==> config.mk <==
export PLATFORM = sky130hd
export DESIGN_NAME = urdr_core
export DESIGN_NICKNAME = d
export VERILOG_FILES = /design/src/urdr_pkg.sv /design/src/urdr_tick_if.sv /design/src/urdr_tick_gen.sv /design/src/urdr_edge_hunt.sv /design/src/urdr_core.sv
export SDC_FILE = /design/constraint.sdc
export NUM_CORES = 1
export LEC_CHECK = 0
export BUFFER_PORTS_ARGS = -buffer_cell sky130_fd_sc_hd__buf_2
export CELL_PAD_IN_SITES_DETAIL_PLACEMENT = 0
export CELL_PAD_IN_SITES_GLOBAL_PLACEMENT = 1
export CORE_MARGIN = 3
export CORE_UTILIZATION = 44
export CTS_CLUSTER_DIAMETER = 50
export DETAILED_ROUTE_END_ITERATION = 10
export PLACE_DENSITY_LB_ADDON = 0.1
export SYNTH_ARGS = -nofsm -noshare
export SYNTH_HDL_FRONTEND = slang
export SYNTH_SLANG_ARGS = --single-unit
==> constraint.sdc <==
create_clock -name pclk -period 3.4 [get_ports pclk]
set_input_delay 0.17 -clock pclk [delete_from_list [all_inputs] [get_ports pclk]]
set_output_delay 0.17 -clock pclk [all_outputs]
set_load 0.02 [all_outputs]
==> src/urdr_pkg.sv <==
// receive data recovery: shared constants, state type and vote helpers
// assumes a 100 MHz pclk and a 32-bit apb slave with byte addresses
package urdr_pkg;
   // register byte offsets
   localparam logic [7:0]  OFF_CTRL   = 8'h00;
   localparam logic [7:0]  OFF_STAT   = 8'h04;
   localparam logic [7:0]  OFF_MASK   = 8'h08;
   localparam logic [7:0]  OFF_DATA   = 8'h0C;
   // control fields: divisor in bits 15:0
   localparam int          CTRL_WORD9 = 16;
   localparam int          CTRL_RXEN  = 17;
   // status and mask fields
   localparam int          ST_FULL    = 0;
   localparam int          ST_NOISE   = 1;
   localparam int          ST_FE      = 2;
   // reset values
   localparam logic [15:0] DIV_RST    = 16'h0035;
   localparam logic        WORD9_RST  = 1'b0;
   localparam logic        RXEN_RST   = 1'b0;
   localparam logic [2:0]  STAT_RST   = 3'h0;
   localparam logic [2:0]  MASK_RST   = 3'h0;
   // sample tick positions within a bit, edge age limit and no-edge value
   localparam logic [4:0]  RT_BIT     = 5'h10;
   localparam logic [4:0]  RT_V1      = 5'h03;
   localparam logic [4:0]  RT_V2      = 5'h05;
   localparam logic [4:0]  RT_V3      = 5'h07;
   localparam logic [4:0]  RT_M1      = 5'h08;
   localparam logic [4:0]  RT_M2      = 5'h09;
   localparam logic [4:0]  RT_M3      = 5'h0A;
   localparam logic [4:0]  EDGE_MAX   = 5'h0D;
   localparam logic [4:0]  EDGE_NONE  = 5'h1F;
   // ticks from start edge to first stop sample, and last data bit index
   localparam logic [7:0]  LEAD8      = 8'h97;
   localparam logic [7:0]  LEAD9      = 8'hA7;
   localparam logic [3:0]  LAST8      = 4'h7;
   localparam logic [3:0]  LAST9      = 4'h8;

   typedef enum logic [1:0] {st_hunt, st_start, st_data, st_stop} urdr_state_e;

   // majority of three samples
   function automatic logic maj3(input logic [2:0] s);
      maj3 = (s[2] & s[1]) | (s[2] & s[0]) | (s[1] & s[0]);
   endfunction

   // samples disagree
   function automatic logic split3(input logic [2:0] s);
      split3 = (s != 3'h0) && (s != 3'h7);
   endfunction
endpackage

==> src/urdr_tick_if.sv <==
// tick request and oversampling tick between core and divider
// assumes one clock domain
`timescale 1ns/1ns
`default_nettype none
interface urdr_tick_if;
   logic [15:0] divisor;
   logic        enable;
   logic        tick;
   modport gen (input divisor, input enable, output tick);
   modport ctl (output divisor, output enable, input tick);
endinterface
`default_nettype wire

==> src/urdr_tick_gen.sv <==
// sixteen-times-baud tick divider: one-cycle pulse every divisor+1 clocks
// assumes divisor stable while enabled
`timescale 1ns/1ns
`default_nettype none
module urdr_tick_gen (
   input  wire logic  pclk,
   input  wire logic  presetn,
   urdr_tick_if.gen   t
);
   typedef struct packed {
      logic [15:0] cnt;
      logic        tick;
   } urdr_div_s;

   urdr_div_s r;
   urdr_div_s n;

   always_comb begin
      n = r;
      n.tick = 1'b0;
      if (!t.enable) begin
         n.cnt = 16'h0000;
      end else if (r.cnt >= t.divisor) begin
         n.cnt = 16'h0000;
         n.tick = 1'b1;
      end else begin
         n.cnt = r.cnt + 16'h0001;
      end
   end

   always_ff @(posedge pclk or negedge presetn) begin
      if (!presetn) begin
         r <= '{cnt: 16'h0000, tick: 1'b0};
      end else begin
         r <= n;
      end
   end

   assign t.tick = r.tick;
endmodule
`default_nettype wire

==> src/urdr_edge_hunt.sv <==
// receive line history on each tick; flags falling edges
// assumes rxd synchronous to pclk
`timescale 1ns/1ns
`default_nettype none
module urdr_edge_hunt (
   input  wire logic  pclk,
   input  wire logic  presetn,
   input  wire logic  tick,
   input  wire logic  rxd,
   output logic       fall3,
   output logic       fall
);
   typedef struct packed {
      logic [2:0] hist;
   } urdr_hist_s;

   urdr_hist_s r;
   urdr_hist_s n;

   always_comb begin
      n = r;
      if (tick) begin
         n.hist = {r.hist[1:0], rxd};
      end
   end

   always_ff @(posedge pclk or negedge presetn) begin
      if (!presetn) begin
         r <= '{hist: 3'h7};
      end else begin
         r <= n;
      end
   end

   // fall3: low after three highs; fall: low after one high
   assign fall3 = tick & ~rxd & (r.hist == 3'h7);
   assign fall  = tick & ~rxd & r.hist[0];
endmodule
`default_nettype wire

==> src/urdr_core.sv <==
// receive data recovery core with apb registers and interrupt
// assumes rxd synchronous to pclk and an apb master at 100 MHz
// Overview of operation
// - line sampled on a tick at sixteen times baud, sixteen per bit
// - tick count realigned only after one-to-zero changes between data bits
// - start hunt: low after three highs starts the tick count
// - start kept only if at most one of ticks three, five, seven high
// - accepted start with exactly one high verify sample sets noise
// - failed start verify resets count, resumes hunt, no noise
// - data bit is majority of ticks eight, nine, ten
// - disagreeing mid-bit samples set noise
// - high start mid-bit samples set noise, start still kept
// - stop majority low sets framing error; disagreement sets noise
// - missing stop, break included, sets framing error in status
// - framing error set in same cycle as receive full
// - glitches rejected before start acceptance never set noise
// - without realignment, stop sampling starts 151 ticks after edge, 167 for nine bits
// - word length bit picks eight or nine data bits; ninth lands in data bit 8
// - finished frame loads data register and sets receive full
`timescale 1ns/1ns
`default_nettype none
module urdr_core (
   input  wire logic        pclk,
   input  wire logic        presetn,
   input  wire logic        psel,
   input  wire logic        penable,
   input  wire logic        pwrite,
   input  wire logic [7:0]  paddr,
   input  wire logic [31:0] pwdata,
   output logic      [31:0] prdata,
   output logic             pready,
   output logic             pslverr,
   input  wire logic        rxd,
   output logic             irq
);
   typedef struct packed {
      urdr_pkg::urdr_state_e state;
      logic [4:0]            rt;
      logic [2:0]            smp;
      logic [3:0]            bitn;
      logic [8:0]            shreg;
      logic                  prev1;
      logic                  decided;
      logic                  noise_acc;
      logic                  resynced;
      logic [4:0]            edge_ago;
      logic [7:0]            since;
      logic [15:0]           divisor;
      logic                  word9;
      logic                  rx_en;
      logic [2:0]            status;
      logic [2:0]            mask;
      logic [8:0]            data;
   } urdr_core_s;

   urdr_core_s  r;
   urdr_core_s  n;
   urdr_tick_if tk ();
   logic        tick;
   logic        fall3;
   logic        fall;
   logic [4:0]  cur;
   logic [2:0]  trip;
   logic        vote;
   logic        mixed;
   logic        done;
   logic        resync;
   logic        wr;
   logic        mapped;
   logic [2:0]  set;
   logic [2:0]  clr;

   urdr_tick_gen u_tick (
      .pclk    (pclk),
      .presetn (presetn),
      .t       (tk)
   );

   urdr_edge_hunt u_hunt (
      .pclk    (pclk),
      .presetn (presetn),
      .tick    (tick),
      .rxd     (rxd),
      .fall3   (fall3),
      .fall    (fall)
   );

   assign tk.divisor = r.divisor;
   assign tk.enable  = r.rx_en;
   assign tick       = tk.tick;

   assign trip  = {r.smp[1:0], rxd};
   assign vote  = urdr_pkg::maj3(trip);
   assign mixed = urdr_pkg::split3(trip);
   assign wr    = psel & penable & pwrite;

   always_comb begin
      n      = r;
      done   = 1'b0;
      resync = 1'b0;
      set    = 3'h0;
      clr    = 3'h0;
      cur    = (r.rt == urdr_pkg::RT_BIT) ? 5'h01 : r.rt + 5'h01;
      // register writes
      if (wr) begin
         unique case (paddr)
            urdr_pkg::OFF_CTRL: begin
               n.divisor = pwdata[15:0];
               n.word9   = pwdata[urdr_pkg::CTRL_WORD9];
               n.rx_en   = pwdata[urdr_pkg::CTRL_RXEN];
            end
            urdr_pkg::OFF_STAT: begin
               clr = pwdata[2:0];
            end
            urdr_pkg::OFF_MASK: begin
               n.mask = pwdata[2:0];
            end
            default: begin
            end
         endcase
      end
      if (tick && r.state != urdr_pkg::st_hunt) begin
         n.rt    = cur;
         n.since = r.since + 8'h01;
      end
      if (tick) begin
         if (fall) begin
            n.edge_ago = 5'h00;
         end else if (r.edge_ago != urdr_pkg::EDGE_NONE) begin
            n.edge_ago = r.edge_ago + 5'h01;
         end
      end
      unique case (r.state)
         urdr_pkg::st_hunt: begin
            if (r.rx_en && fall3) begin
               n.state     = urdr_pkg::st_start;
               n.rt        = 5'h01;
               n.since     = 8'h00;
               n.noise_acc = 1'b0;
               n.resynced  = 1'b0;
               n.decided   = 1'b0;
               n.bitn      = 4'h0;
            end
         end
         urdr_pkg::st_start: begin
            if (tick) begin
               if (cur == urdr_pkg::RT_V1 || cur == urdr_pkg::RT_V2) begin
                  n.smp = trip;
               end
               if (cur == urdr_pkg::RT_V3) begin
                  if (vote) begin
                     n.state = urdr_pkg::st_hunt;
                     n.rt    = 5'h00;
                  end else if (mixed) begin
                     n.noise_acc = 1'b1;
                  end
               end
               if (cur >= urdr_pkg::RT_M1 && cur <= urdr_pkg::RT_M3 && rxd) begin
                  n.noise_acc = 1'b1;
               end
               if (cur == urdr_pkg::RT_BIT) begin
                  n.state = urdr_pkg::st_data;
                  n.prev1 = 1'b0;
               end
            end
         end
         urdr_pkg::st_data: begin
            if (tick) begin
               if ((cur == urdr_pkg::RT_M1 || cur == urdr_pkg::RT_M2) && !r.decided) begin
                  n.smp = trip;
               end
               if (cur == urdr_pkg::RT_M3 && !r.decided) begin
                  n.shreg   = {vote, r.shreg[8:1]};
                  n.prev1   = vote;
                  n.decided = 1'b1;
                  if (mixed) begin
                     n.noise_acc = 1'b1;
                  end
                  if (r.prev1 && !vote && !fall && r.edge_ago <= urdr_pkg::EDGE_MAX) begin
                     n.rt       = r.edge_ago + 5'h02;
                     n.resynced = 1'b1;
                     resync     = 1'b1;
                  end
               end
               if (cur == urdr_pkg::RT_BIT) begin
                  n.decided = 1'b0;
                  n.bitn    = r.bitn + 4'h1;
                  if (r.bitn == (r.word9 ? urdr_pkg::LAST9 : urdr_pkg::LAST8)) begin
                     n.state = urdr_pkg::st_stop;
                  end
               end
            end
         end
         urdr_pkg::st_stop: begin
            if (tick) begin
               if (cur == urdr_pkg::RT_M1 || cur == urdr_pkg::RT_M2) begin
                  n.smp = trip;
               end
               if (cur == urdr_pkg::RT_M3) begin
                  done    = 1'b1;
                  n.state = urdr_pkg::st_hunt;
                  n.rt    = 5'h00;
                  n.data  = r.word9 ? r.shreg : {1'b0, r.shreg[8:1]};
                  set[urdr_pkg::ST_FULL] = 1'b1;
                  set[urdr_pkg::ST_FE]    = ~vote;
                  set[urdr_pkg::ST_NOISE] = r.noise_acc | mixed;
               end
            end
         end
      endcase
      if (!r.rx_en) begin
         n.state = urdr_pkg::st_hunt;
         n.rt    = 5'h00;
      end
      // set wins over write-one clear
      n.status = (r.status & ~clr) | set;
   end

   always_ff @(posedge pclk or negedge presetn) begin
      if (!presetn) begin
         r <= '{state: urdr_pkg::st_hunt, rt: 5'h00, smp: 3'h0, bitn: 4'h0,
                shreg: 9'h000, prev1: 1'b0, decided: 1'b0, noise_acc: 1'b0,
                resynced: 1'b0, edge_ago: urdr_pkg::EDGE_NONE, since: 8'h00,
                divisor: urdr_pkg::DIV_RST, word9: urdr_pkg::WORD9_RST,
                rx_en: urdr_pkg::RXEN_RST, status: urdr_pkg::STAT_RST,
                mask: urdr_pkg::MASK_RST, data: 9'h000};
      end else begin
         r <= n;
      end
   end

   // register read mux
   always_comb begin
      prdata = 32'h0000_0000;
      mapped = 1'b1;
      unique case (paddr)
         urdr_pkg::OFF_CTRL: begin
            prdata[15:0] = r.divisor;
            prdata[urdr_pkg::CTRL_WORD9] = r.word9;
            prdata[urdr_pkg::CTRL_RXEN]  = r.rx_en;
         end
         urdr_pkg::OFF_STAT: begin
            prdata[2:0] = r.status;
         end
         urdr_pkg::OFF_MASK: begin
            prdata[2:0] = r.mask;
         end
         urdr_pkg::OFF_DATA: begin
            prdata[8:0] = r.data;
         end
         default: begin
            mapped = 1'b0;
         end
      endcase
   end

   assign pready  = 1'b1;
   assign pslverr = psel & penable & ~mapped;
   assign irq     = |(r.status & r.mask);
endmodule
`default_nettype wire

Yosys cells after proc, flatten, opt, wreduce, memory -nomap -nowiden

Cells that the tools add are included.

Logic and storage cells: 177
Output and inout bits: 35
Flip-flop bits (word level): 83

Bitwise operators: 19
Magnitude comparators: 4
Muxes and demuxes: 54
$add $sub $neg: 5
Reductions and logical operators: 37
Eq/ne operators: 40

Operators with widths:

| kind                                                                  | count |
|---|---|
| 7-bit two-way mux                                                     | 5 |
| 16-bit two-way mux                                                    | 2 |
| 5-bit two-way mux                                                     | 6 |
| 7-bit case mux with 4 select lines                                    | 1 |
| 27-bit two-way mux                                                    | 1 |
| 3-bit two-way mux                                                     | 9 |
| 3-bit != test, second input constant                                  | 8 |
| 10-bit two-way mux                                                    | 2 |
| 9-bit two-way mux                                                     | 2 |
| 16-bit by 1-bit adder with 16-bit output, second input constant       | 1 |
| 8-bit by 4-bit equality test with 1-bit output, second input constant | 2 |
| 16-bit >= comparator                                                  | 1 |
| 5-bit by 4-bit equality test with 1-bit output, second input constant | 3 |
| 2-bit != test, second input constant                                  | 7 |
| 7-bit AND reduction                                                   | 2 |
| 13-bit two-way mux                                                    | 1 |
| 1-bit two-way mux                                                     | 12 |
| 4-bit two-way mux                                                     | 3 |
| 3-bit case mux with 4 select lines                                    | 1 |
| 6-bit case mux with 2 select lines                                    | 1 |
| 5-bit by 1-bit adder with 5-bit output, second input constant         | 2 |
| 5-bit by 3-bit equality test with 1-bit output, second input constant | 2 |
| 5-bit equality test, second input constant                            | 2 |
| 5-bit by 4-bit <= comparator with 1-bit output, second input constant | 2 |
| 38 further kinds                                                      | 81 |

Logic depth before layout (Yosys ltp)

Gate-level depths: netlist (run 1).

Depth in word-level cells: 13
Mapped depth: 10
Mapped depth without buffers: 9

Modules after synthesis

A second synthesis (run 1) with hierarchy kept.

Cells, all modules: 555
Area total of the unflattened synthesis: 5361.4 µm²

By module, submodules not included:

| module         | cells an instance | seq. area each (µm²) | instances | area each (µm²) |
|---|---|---|---|---|
| urdr_core      | 417               | 1587.8               | 1         | 4008.8 |
| urdr_tick_gen  | 130               | 425.4                | 1         | 1224.9 |
| urdr_edge_hunt | 8                 | 78.8                 | 1         | 127.6 |

Worst setup path after synthesis (run 1)

No wires, ideal clock.

Path type: reg2reg
Start point: register r[66] (netlist name)
End point: register r[47] (netlist name)
Path buffers: 1
Period minus slack after synthesis: 2476 ps
Setup slack: 924 ps
Data required time: 3275 ps
Cell stages (with the launch flop): 10
Arrival: 2352 ps
Library setup time: 125 ps
Cells stage by stage: dfrtp_1 -> ha_1 -> clkbuf_1 -> and3_1 -> o211ai_1 -> a211o_1 -> o21ai_0 -> o21ai_0 -> nor4_1 -> mux2_2

Longest elaborated chain between the ends: 8
Elaborated cells on any way between the ends: 17
Those cells by class: add/sub: 1; order compare: 2; eq/ne: 6; mux: 4; reduce/logical: 4

Ends and longest elaborated chain:

| item                                                                                                             | RTL line         | source |
|---|---|---|
| start, declared                                                                                                  | urdr_core.sv:56  | `urdr_core_s r;` |
| start signal, assigned                                                                                           | urdr_core.sv:221 | `r <= '{state: urdr_pkg::st_hunt, rt: 5'h00, smp: 3'h0, bitn: 4'h0,` |
| start signal, assigned                                                                                           | urdr_core.sv:228 | `r <= n;` |
| 5-bit by 1-bit adder with 5-bit output or 5-bit equality test (tied branches)                                    | urdr_core.sv:103 | `cur = (r.rt == urdr_pkg::RT_BIT) ? 5'h01 : r.rt + 5'h01;` |
| 5-bit two-way mux *                                                                                              | urdr_core.sv:103 |  |
| 5-bit by 4-bit >= comparator with 1-bit output or 5-bit by 4-bit <= comparator with 1-bit output (tied branches) | urdr_core.sv:158 | `if (cur >= urdr_pkg::RT_M1 && cur <= urdr_pkg::RT_M3 && rxd) begin` |
| 1-bit logical AND (2 in series)                                                                                  | urdr_core.sv:158 |  |
| 1-bit two-way mux                                                                                                | urdr_core.sv:158 |  |
| 1-bit two-way mux                                                                                                | urdr_core.sv:146 | `if (tick) begin` |
| 1-bit case mux with 3 select lines                                                                               | urdr_core.sv:133 | `unique case (r.state)` |

Mark *: on every way between the ends. The rest lies on a longest branch, timed or not. The select of a mux whose other input is x is not followed.
A chain may end at the register's enable or synchronous reset.

Worst setup path in the final report (run 1)

Ends and elaborated chain as after synthesis.

==> flow_metrics.env, run 1 <==
export IMPL_grt_use_met3=0.0297
export IMPL_first_pass_iters=4
export IMPL_hp_class="in -> reg"
export IMPL_cts_sinks=83
export IMPL_vias=4119
export IMPL_finalCritPeriodShare=0.803
export IMPL_start_util=0.461
export IMPL_drtAntennaViolNets=0
export IMPL_antennaDiodeCount=0
export IMPL_ctsHtreeMaxLevel=3
export IMPL_finalSetupTns_ps=0
export IMPL_pin_count=81
export IMPL_synth_top_cell_area_share=0.348
export IMPL_drt_total_wl_mm=12.2
export IMPL_finalMaxSlewViolations=0
export IMPL_cts_tree="done"
export IMPL_r2r_start="r[66]$_DFF_PN0_"
export IMPL_die_h_um=114
export IMPL_swShare=0.238
export IMPL_pre_cts_ws_ps=682
export IMPL_synth_async_reset_ratio=1.00
export IMPL_setup_viol=0
export IMPL_relSlewSlack=0.450
export IMPL_worst_setup_path_type="reg -> reg"
export IMPL_utilization=0.518
export IMPL_dp_hpwl_mm=9.07
export IMPL_maxCapViolations=0
export IMPL_die_w_um=114
export IMPL_drt_initial_drc_count=164
export IMPL_p_comb_frac=0.053
export IMPL_grt_total_usage=0.196
export IMPL_place_inst=731
export IMPL_clock_fmax_mhz=366
export IMPL_p_per_area_nw_per_um2=354
export IMPL_met2_usage=0.289
export IMPL_routabilityCongestion=0.864
export IMPL_grt_max_degree=64
export IMPL_tightest_slew_ps=826
export IMPL_numPortBuffers=51
export IMPL_ir_worst_vdd_mv=0.273
export IMPL_synth_seq_area_share=0.410
export IMPL_final_min_clock_period_ps=2730
export IMPL_clock_root_buffer="clkbuf_16"
export IMPL_syn_to_final_growth_pct=12.4
export IMPL_busiest_layer="met1"
export IMPL_netlist_area_um2=5100
export IMPL_total_power_mw=2.03
export IMPL_seqPwrFrac=0.499
export IMPL_rsz0062_at_grt="no"
export IMPL_hold_viol_final=0
export IMPL_cts_buffer_depth=2
export IMPL_cts_buffers=9
export IMPL_clk_pin_slew_ps=60
export IMPL_yosys_most_used_dff="dfrtp_1"
export IMPL_met1_usage=0.294
export IMPL_finalClockSkew_ps=5.01
export IMPL_status="complete, no violations"
export IMPL_ys_ff_latch=83
export IMPL_cp_startpoint="r[66]$_DFF_PN0_"
export IMPL_crit_fanout=8
export IMPL_synth_area_leaders="dfrtp_1 35%, ha_1 7.8%, dfstp_2 6.2%"
export IMPL_required_ps=3630
export IMPL_min_delay_start="pwdata[8]"
export IMPL_row_count=38
export IMPL_die_area_um2=12900
export IMPL_drcViolationCount=0
export IMPL_grt_antenna_before_repair=0
export IMPL_clock_latency_ps=340
export IMPL_grt_pass1_vias=3922
export IMPL_netlist_instances=555
export IMPL_power_leakage_nw=2.76
export IMPL_routed_via_density=5.51
export IMPL_wl_per_cell_um=16.3
export IMPL_instances_no_fill=748
export IMPL_p_sw_mw=0.483
export IMPL_setup_slack_ps=670
export IMPL_cp_arrival_ps=2960
export IMPL_gr_total_overflow=0
export IMPL_endpoint_kind="register"
export IMPL_synth_most_common_cell="dfrtp_1"
export IMPL_ys_warn_count=0
export IMPL_synth_commonest_cells="71 x dfrtp_1, 54 x nand2_1, 52 x nor2_1"
export IMPL_synth_top_cell_by_area="dfrtp_1"
export IMPL_synth_edff_count=0
export IMPL_nNetsFinal=681
export IMPL_drive_above_1_share=0.191
export IMPL_intPower_mw=1.55
export IMPL_grt_pass1_wl_mm=20.1
export IMPL_fp_coreArea_um2=11100
export IMPL_synth_distinct_cells=63
export IMPL_syn_area_per_cell_um2=9.20
export IMPL_clock_power_share=0.449
export IMPL_start_kind="register"
-- final cells by class --
cell class / count / area, µm²
fill: 1059 / 5340
sequential: 83 / 2090
timing repair buffer: 63 / 350
clock inverter: 5 / 28.8
tap: 140 / 175
multi-input combinational: 411 / 2720
clock buffer: 11 / 243
inverter: 35 / 131
-- cells by family after synthesis --
logic type,share of synthesized area
AOI/OAI and AO/OA,0.147
xor gates and xnor gates,0.0360
adders and majority gates,0.0784
buffers and inverters,0.0684
DFF,0.410
muxes,0.0801
other,0.00147
and+or+nand+nor,0.179
-- worst max-delay path: stages, from the launching register on --
cell	delay, ps
dfrtp_1	510
inv_1	130
ha_1	260
nand2b_1	80
o21ai_0	190
a211o_1	430
o21ai_0	170
o21ai_0	160
nor4_1	310
mux2_2	380
-- metal layers --
metal / share of wire / vias up
met5: 0 / -
met4: 0.016 / 0
met3: 0.038 / 17
met2: 0.44 / 87
met1: 0.50 / 1990
li1: - / 2025
-- registers in the layout (all words and copies together), names as in the netlist --
signal         flops
r                 46
tk.divisor        16
u_tick.r          16
u_hunt.r           3
tk.enable          1
u_tick.t.tick      1
-- what timing repair did --
action,CTS,global route
hold endpoints to repair,53,0
hold buffers,1,0
setup buffers,0,0
gates resized for setup,0,0
-- final timing paths --
path,endpoint,depth (start not counted),slack (ps)
max in group asynchronous,tk.divisor[0]$_DFFE_PN1P_,3,2070
worst min-delay path,tk.divisor[8]$_DFFE_PN0P_,3,40
worst max register to register,r[47]$_DFFE_PN0P_,9,670
worst min register to register,u_hunt.r[0]$_DFFE_PN1P_,2,480
worst max-delay path,r[47]$_DFFE_PN0P_,9,670
min in group asynchronous,r[66]$_DFF_PN0_,2,450
-- per-stage QoR --
| stage | hold WS [ps] | area [µm²] |
|---|---|---|
| 4_1_cts | 22.1 | 5740 |
| 5_1_grt | 46.7 | 5740 |
| 3_5_place_dp | 330 | 5460 |
| 2_1_floorplan | -126 | 5150 |
| 6_report | 35.7 | 5740 |
| 3_3_place_gp | 331 | 5460 |
-- power groups by stage --
stage / sequential (mW) / combinational (mW) / clock (mW)
4_1_cts: 1.01 / 0.109 / 0.936
3_3_place_gp: 1.03 / 0.106 / 0
3_5_place_dp: 1.03 / 0.108 / 0
2_1_floorplan: 1.03 / 0.0650 / 0
6_report: 1.01 / 0.107 / 0.912
5_1_grt: 1.01 / 0.121 / 0.973
-- layout by cell type (no fill, tap or decap), types with 7 or more instances in the layout --
| cell | synthesis | routed |
|---|---|---|
| dfrtp_1 | 71 | 71 |
| nand2_1 | 54 | 54 |
| nor2_1 | 52 | 52 |
| buf_2 | 6 | 50 |
| o21ai_0 | 44 | 44 |
| inv_1 | 35 | 35 |
| ha_1 | 32 | 32 |
| a21oi_1 | 28 | 28 |
| mux2_2 | 17 | 17 |
| nand3_1 | 17 | 17 |
| mux2i_1 | 15 | 15 |
| conb_1 | 2 | 15 |
| xor2_1 | 14 | 14 |
| nor4_1 | 13 | 12 |
| buf_4 | 15 | 12 |
| dfstp_2 | 12 | 12 |
| and3_1 | 10 | 10 |
| clkbuf_16 | 0 | 9 |
| a21o_1 | 7 | 7 |
| nor3_1 | 7 | 7 |
| nand4_1 | 7 | 7 |
| xnor2_1 | 7 | 7 |
(Power assumes the default switching activity.)
==> run 2: changes to the inputs <==
CORE_UTILIZATION = 39   (was 44)
clock period = 2.4 ns   (was 3.4 ns; I/O delays follow)
==> run 2 against run 1 <==
Effect of this change: non-clock buffer count increased by 52; die area grew 12%; final area grew 11%; wire length increased by 6.7%; clock skew increased by 1.8 ps; worst setup slack got worse by 580 ps; combinational power is 64% higher; critical path type unchanged; largest cell class unchanged; highest routed layer unchanged.
==> flow_metrics.env, run 2 (synthesis gave the netlist of run 1 again) <==
export IMPL_worst_setup_path_type="reg -> reg"
export IMPL_clock_fmax_mhz=433
export IMPL_grt_total_usage=0.186
export IMPL_drt_initial_drc_count=231
export IMPL_grt_pass1_wl_mm=21.3
export IMPL_routabilityCongestion=0.865
export IMPL_final_min_clock_period_ps=2310
export IMPL_first_pass_iters=4
export IMPL_status="complete, no violations"
export IMPL_ff_latch_area_um2=2100
export IMPL_vias=4323
export IMPL_nNetsFinal=733
export IMPL_ctsHtreeMaxLevel=3
export IMPL_pin_count=81
export IMPL_numPortBuffers=51
export IMPL_relSlewSlack=0.544
export IMPL_place_area_um2=5780
export IMPL_cts_buffers=9
export IMPL_drive_above_1_share=0.261
export IMPL_p_per_area_nw_per_um2=487
export IMPL_layout_commonest_cell="dfrtp_1"
export IMPL_ir_worst_vdd_mv=0.378
export IMPL_row_count=41
export IMPL_rsz0062_at_grt="yes"
export IMPL_syn_to_final_growth_pct=24.7
export IMPL_wl_per_cell_um=15.6
export IMPL_routed_via_density=5.20
export IMPL_gr_total_overflow=0
export IMPL_cts_sinks=83
export IMPL_clock_root_buffer="clkbuf_16"
export IMPL_drt_total_wl_mm=13.0
export IMPL_layout_common_cells="68 x dfrtp_1, 54 x nand2_1, 50 x nor2_1, 50 x buf_2, 48 x buf_4"
export IMPL_setup_viol=0
export IMPL_die_h_um=120
export IMPL_regMostFlops="r"
export IMPL_total_power_mw=3.10
export IMPL_power_leakage_nw=3.04
export IMPL_cts_buffer_depth=2
export IMPL_clk_pin_slew_ps=60
export IMPL_hold_viol_final=0
export IMPL_nFillCells=1253
export IMPL_largest_reg_flops=46
export IMPL_finalMaxSlewViolations=0
export IMPL_die_area_um2=14500
export IMPL_clock_latency_ps=340
export IMPL_endpoint_kind="register"
export IMPL_cts_tree="done"
export IMPL_grt_max_degree=35
export IMPL_start_kind="register"
export IMPL_crit_fanout=7
export IMPL_drcViolationCount=0
export IMPL_finalCritPeriodShare=0.962
export IMPL_stdcell_area_um2=6370
export IMPL_multi_input_area_um2=2810
export IMPL_grt_antenna_before_repair=0
export IMPL_dp_hpwl_mm=9.81
export IMPL_cp_arrival_ps=2550
export IMPL_drtAntennaViolNets=0
export IMPL_finalClockSkew_ps=6.79
export IMPL_start_util=0.401
export IMPL_tightest_slew_ps=678
export IMPL_hp_class="in -> reg"
export IMPL_required_ps=2640
export IMPL_grt_pass1_vias=4295
export IMPL_antennaDiodeCount=0
export IMPL_fp_coreArea_um2=12700
export IMPL_die_w_um=120
export IMPL_maxCapViolations=0
[run 2: cell types whose count changed in the layout (fill, tap and decap cells not counted), sizes merged]
cell,before,now
buf,62,101
bufinv,0,2
clkbuf,11,10
clkinv,5,3
clkinvlp,0,1
dlygate4sd3,1,14
[run 2: path summary, 6_finish.rpt]
kind	start	endpoint	slack [ps]	cells past startpoint
max in group asynchronous	presetn	r[59]$_DFFE_PN0P_	1510	3
min	pwdata[16]	r[16]$_DFFE_PN0P_	20	2
min reg2reg	u_hunt.r[0]$_DFFE_PN1P_	u_hunt.r[0]$_DFFE_PN1P_	480	2
max reg2reg	r[67]$_DFF_PN0_	r[66]$_DFF_PN0_	90	10
max	r[67]$_DFF_PN0_	r[66]$_DFF_PN0_	90	10
min in group asynchronous	presetn	tk.divisor[9]$_DFFE_PN0P_	270	2
[run 2: final cells by class]
cell class,instances,area share
multi-input cells,411,0.442
flip-flops and latches,83,0.329
repair buffers,115,0.125
clock buffers,10,0.0360
well taps,172,0.0338
inverters,35,0.0206
clock inverters,6,0.0142
[run 2: metal layers]
metal	track usage	wire length, µm	share of wire	vias to the layer above
met2	0.295	6010	0.46	93
met3	0.0285	525	0.040	12
li1	-	-	-	2137
met4	0.0652	178	0.014	0
met1	0.261	6260	0.48	2081
met5	0	0	0	-
[run 2: metrics by stage]
stage | utilization | TNS, ps | std cells | hold WS, ps | setup slack (ps)
floorplan | - | 0 | 568 | -176 | 20.7
global placement | 0.454 | -212 | 799 | 104 | -49.2
detailed placement | 0.454 | -400 | 799 | 105 | -67.8
CTS | 0.492 | 0 | 831 | 2.80 | 1.31
global route | 0.500 | -26.5 | 832 | 15.9 | -20.5
finish | 0.500 | 0 | 832 | 17.2 | 91.7
[run 2: where the power goes]
group	total, mW	switching (mW)	internal, mW	leakage (nW)
combinational	0.176	0.108	0.0674	1.87
sequential	1.43	0.0134	1.42	1.03
clock	1.49	0.579	0.913	0.153
[run 2: critical path, stage by stage, from the launching register on]
cell and delay [ps]:
dfrtp_2 420, buf_6 130, nand3_4 60, or3_1 340
a211o_4 380, buf_4 150, nand4bb_1 170, buf_4 170
o21ai_0 140, nor2_1 50, o21ai_0 200
[run 2: repair_timing]
| action | 4_1_cts | 5_1_grt |
|---|---|---|
| pin swaps | 2 | 9 |
| hold endpoints to repair | 39 | 0 |
| hold buffers | 14 | 0 |
| setup buffers | 2 | 1 |
| gates resized for setup | 4 | 24 |
| endpoints found under the setup margin | 20 | 33 |
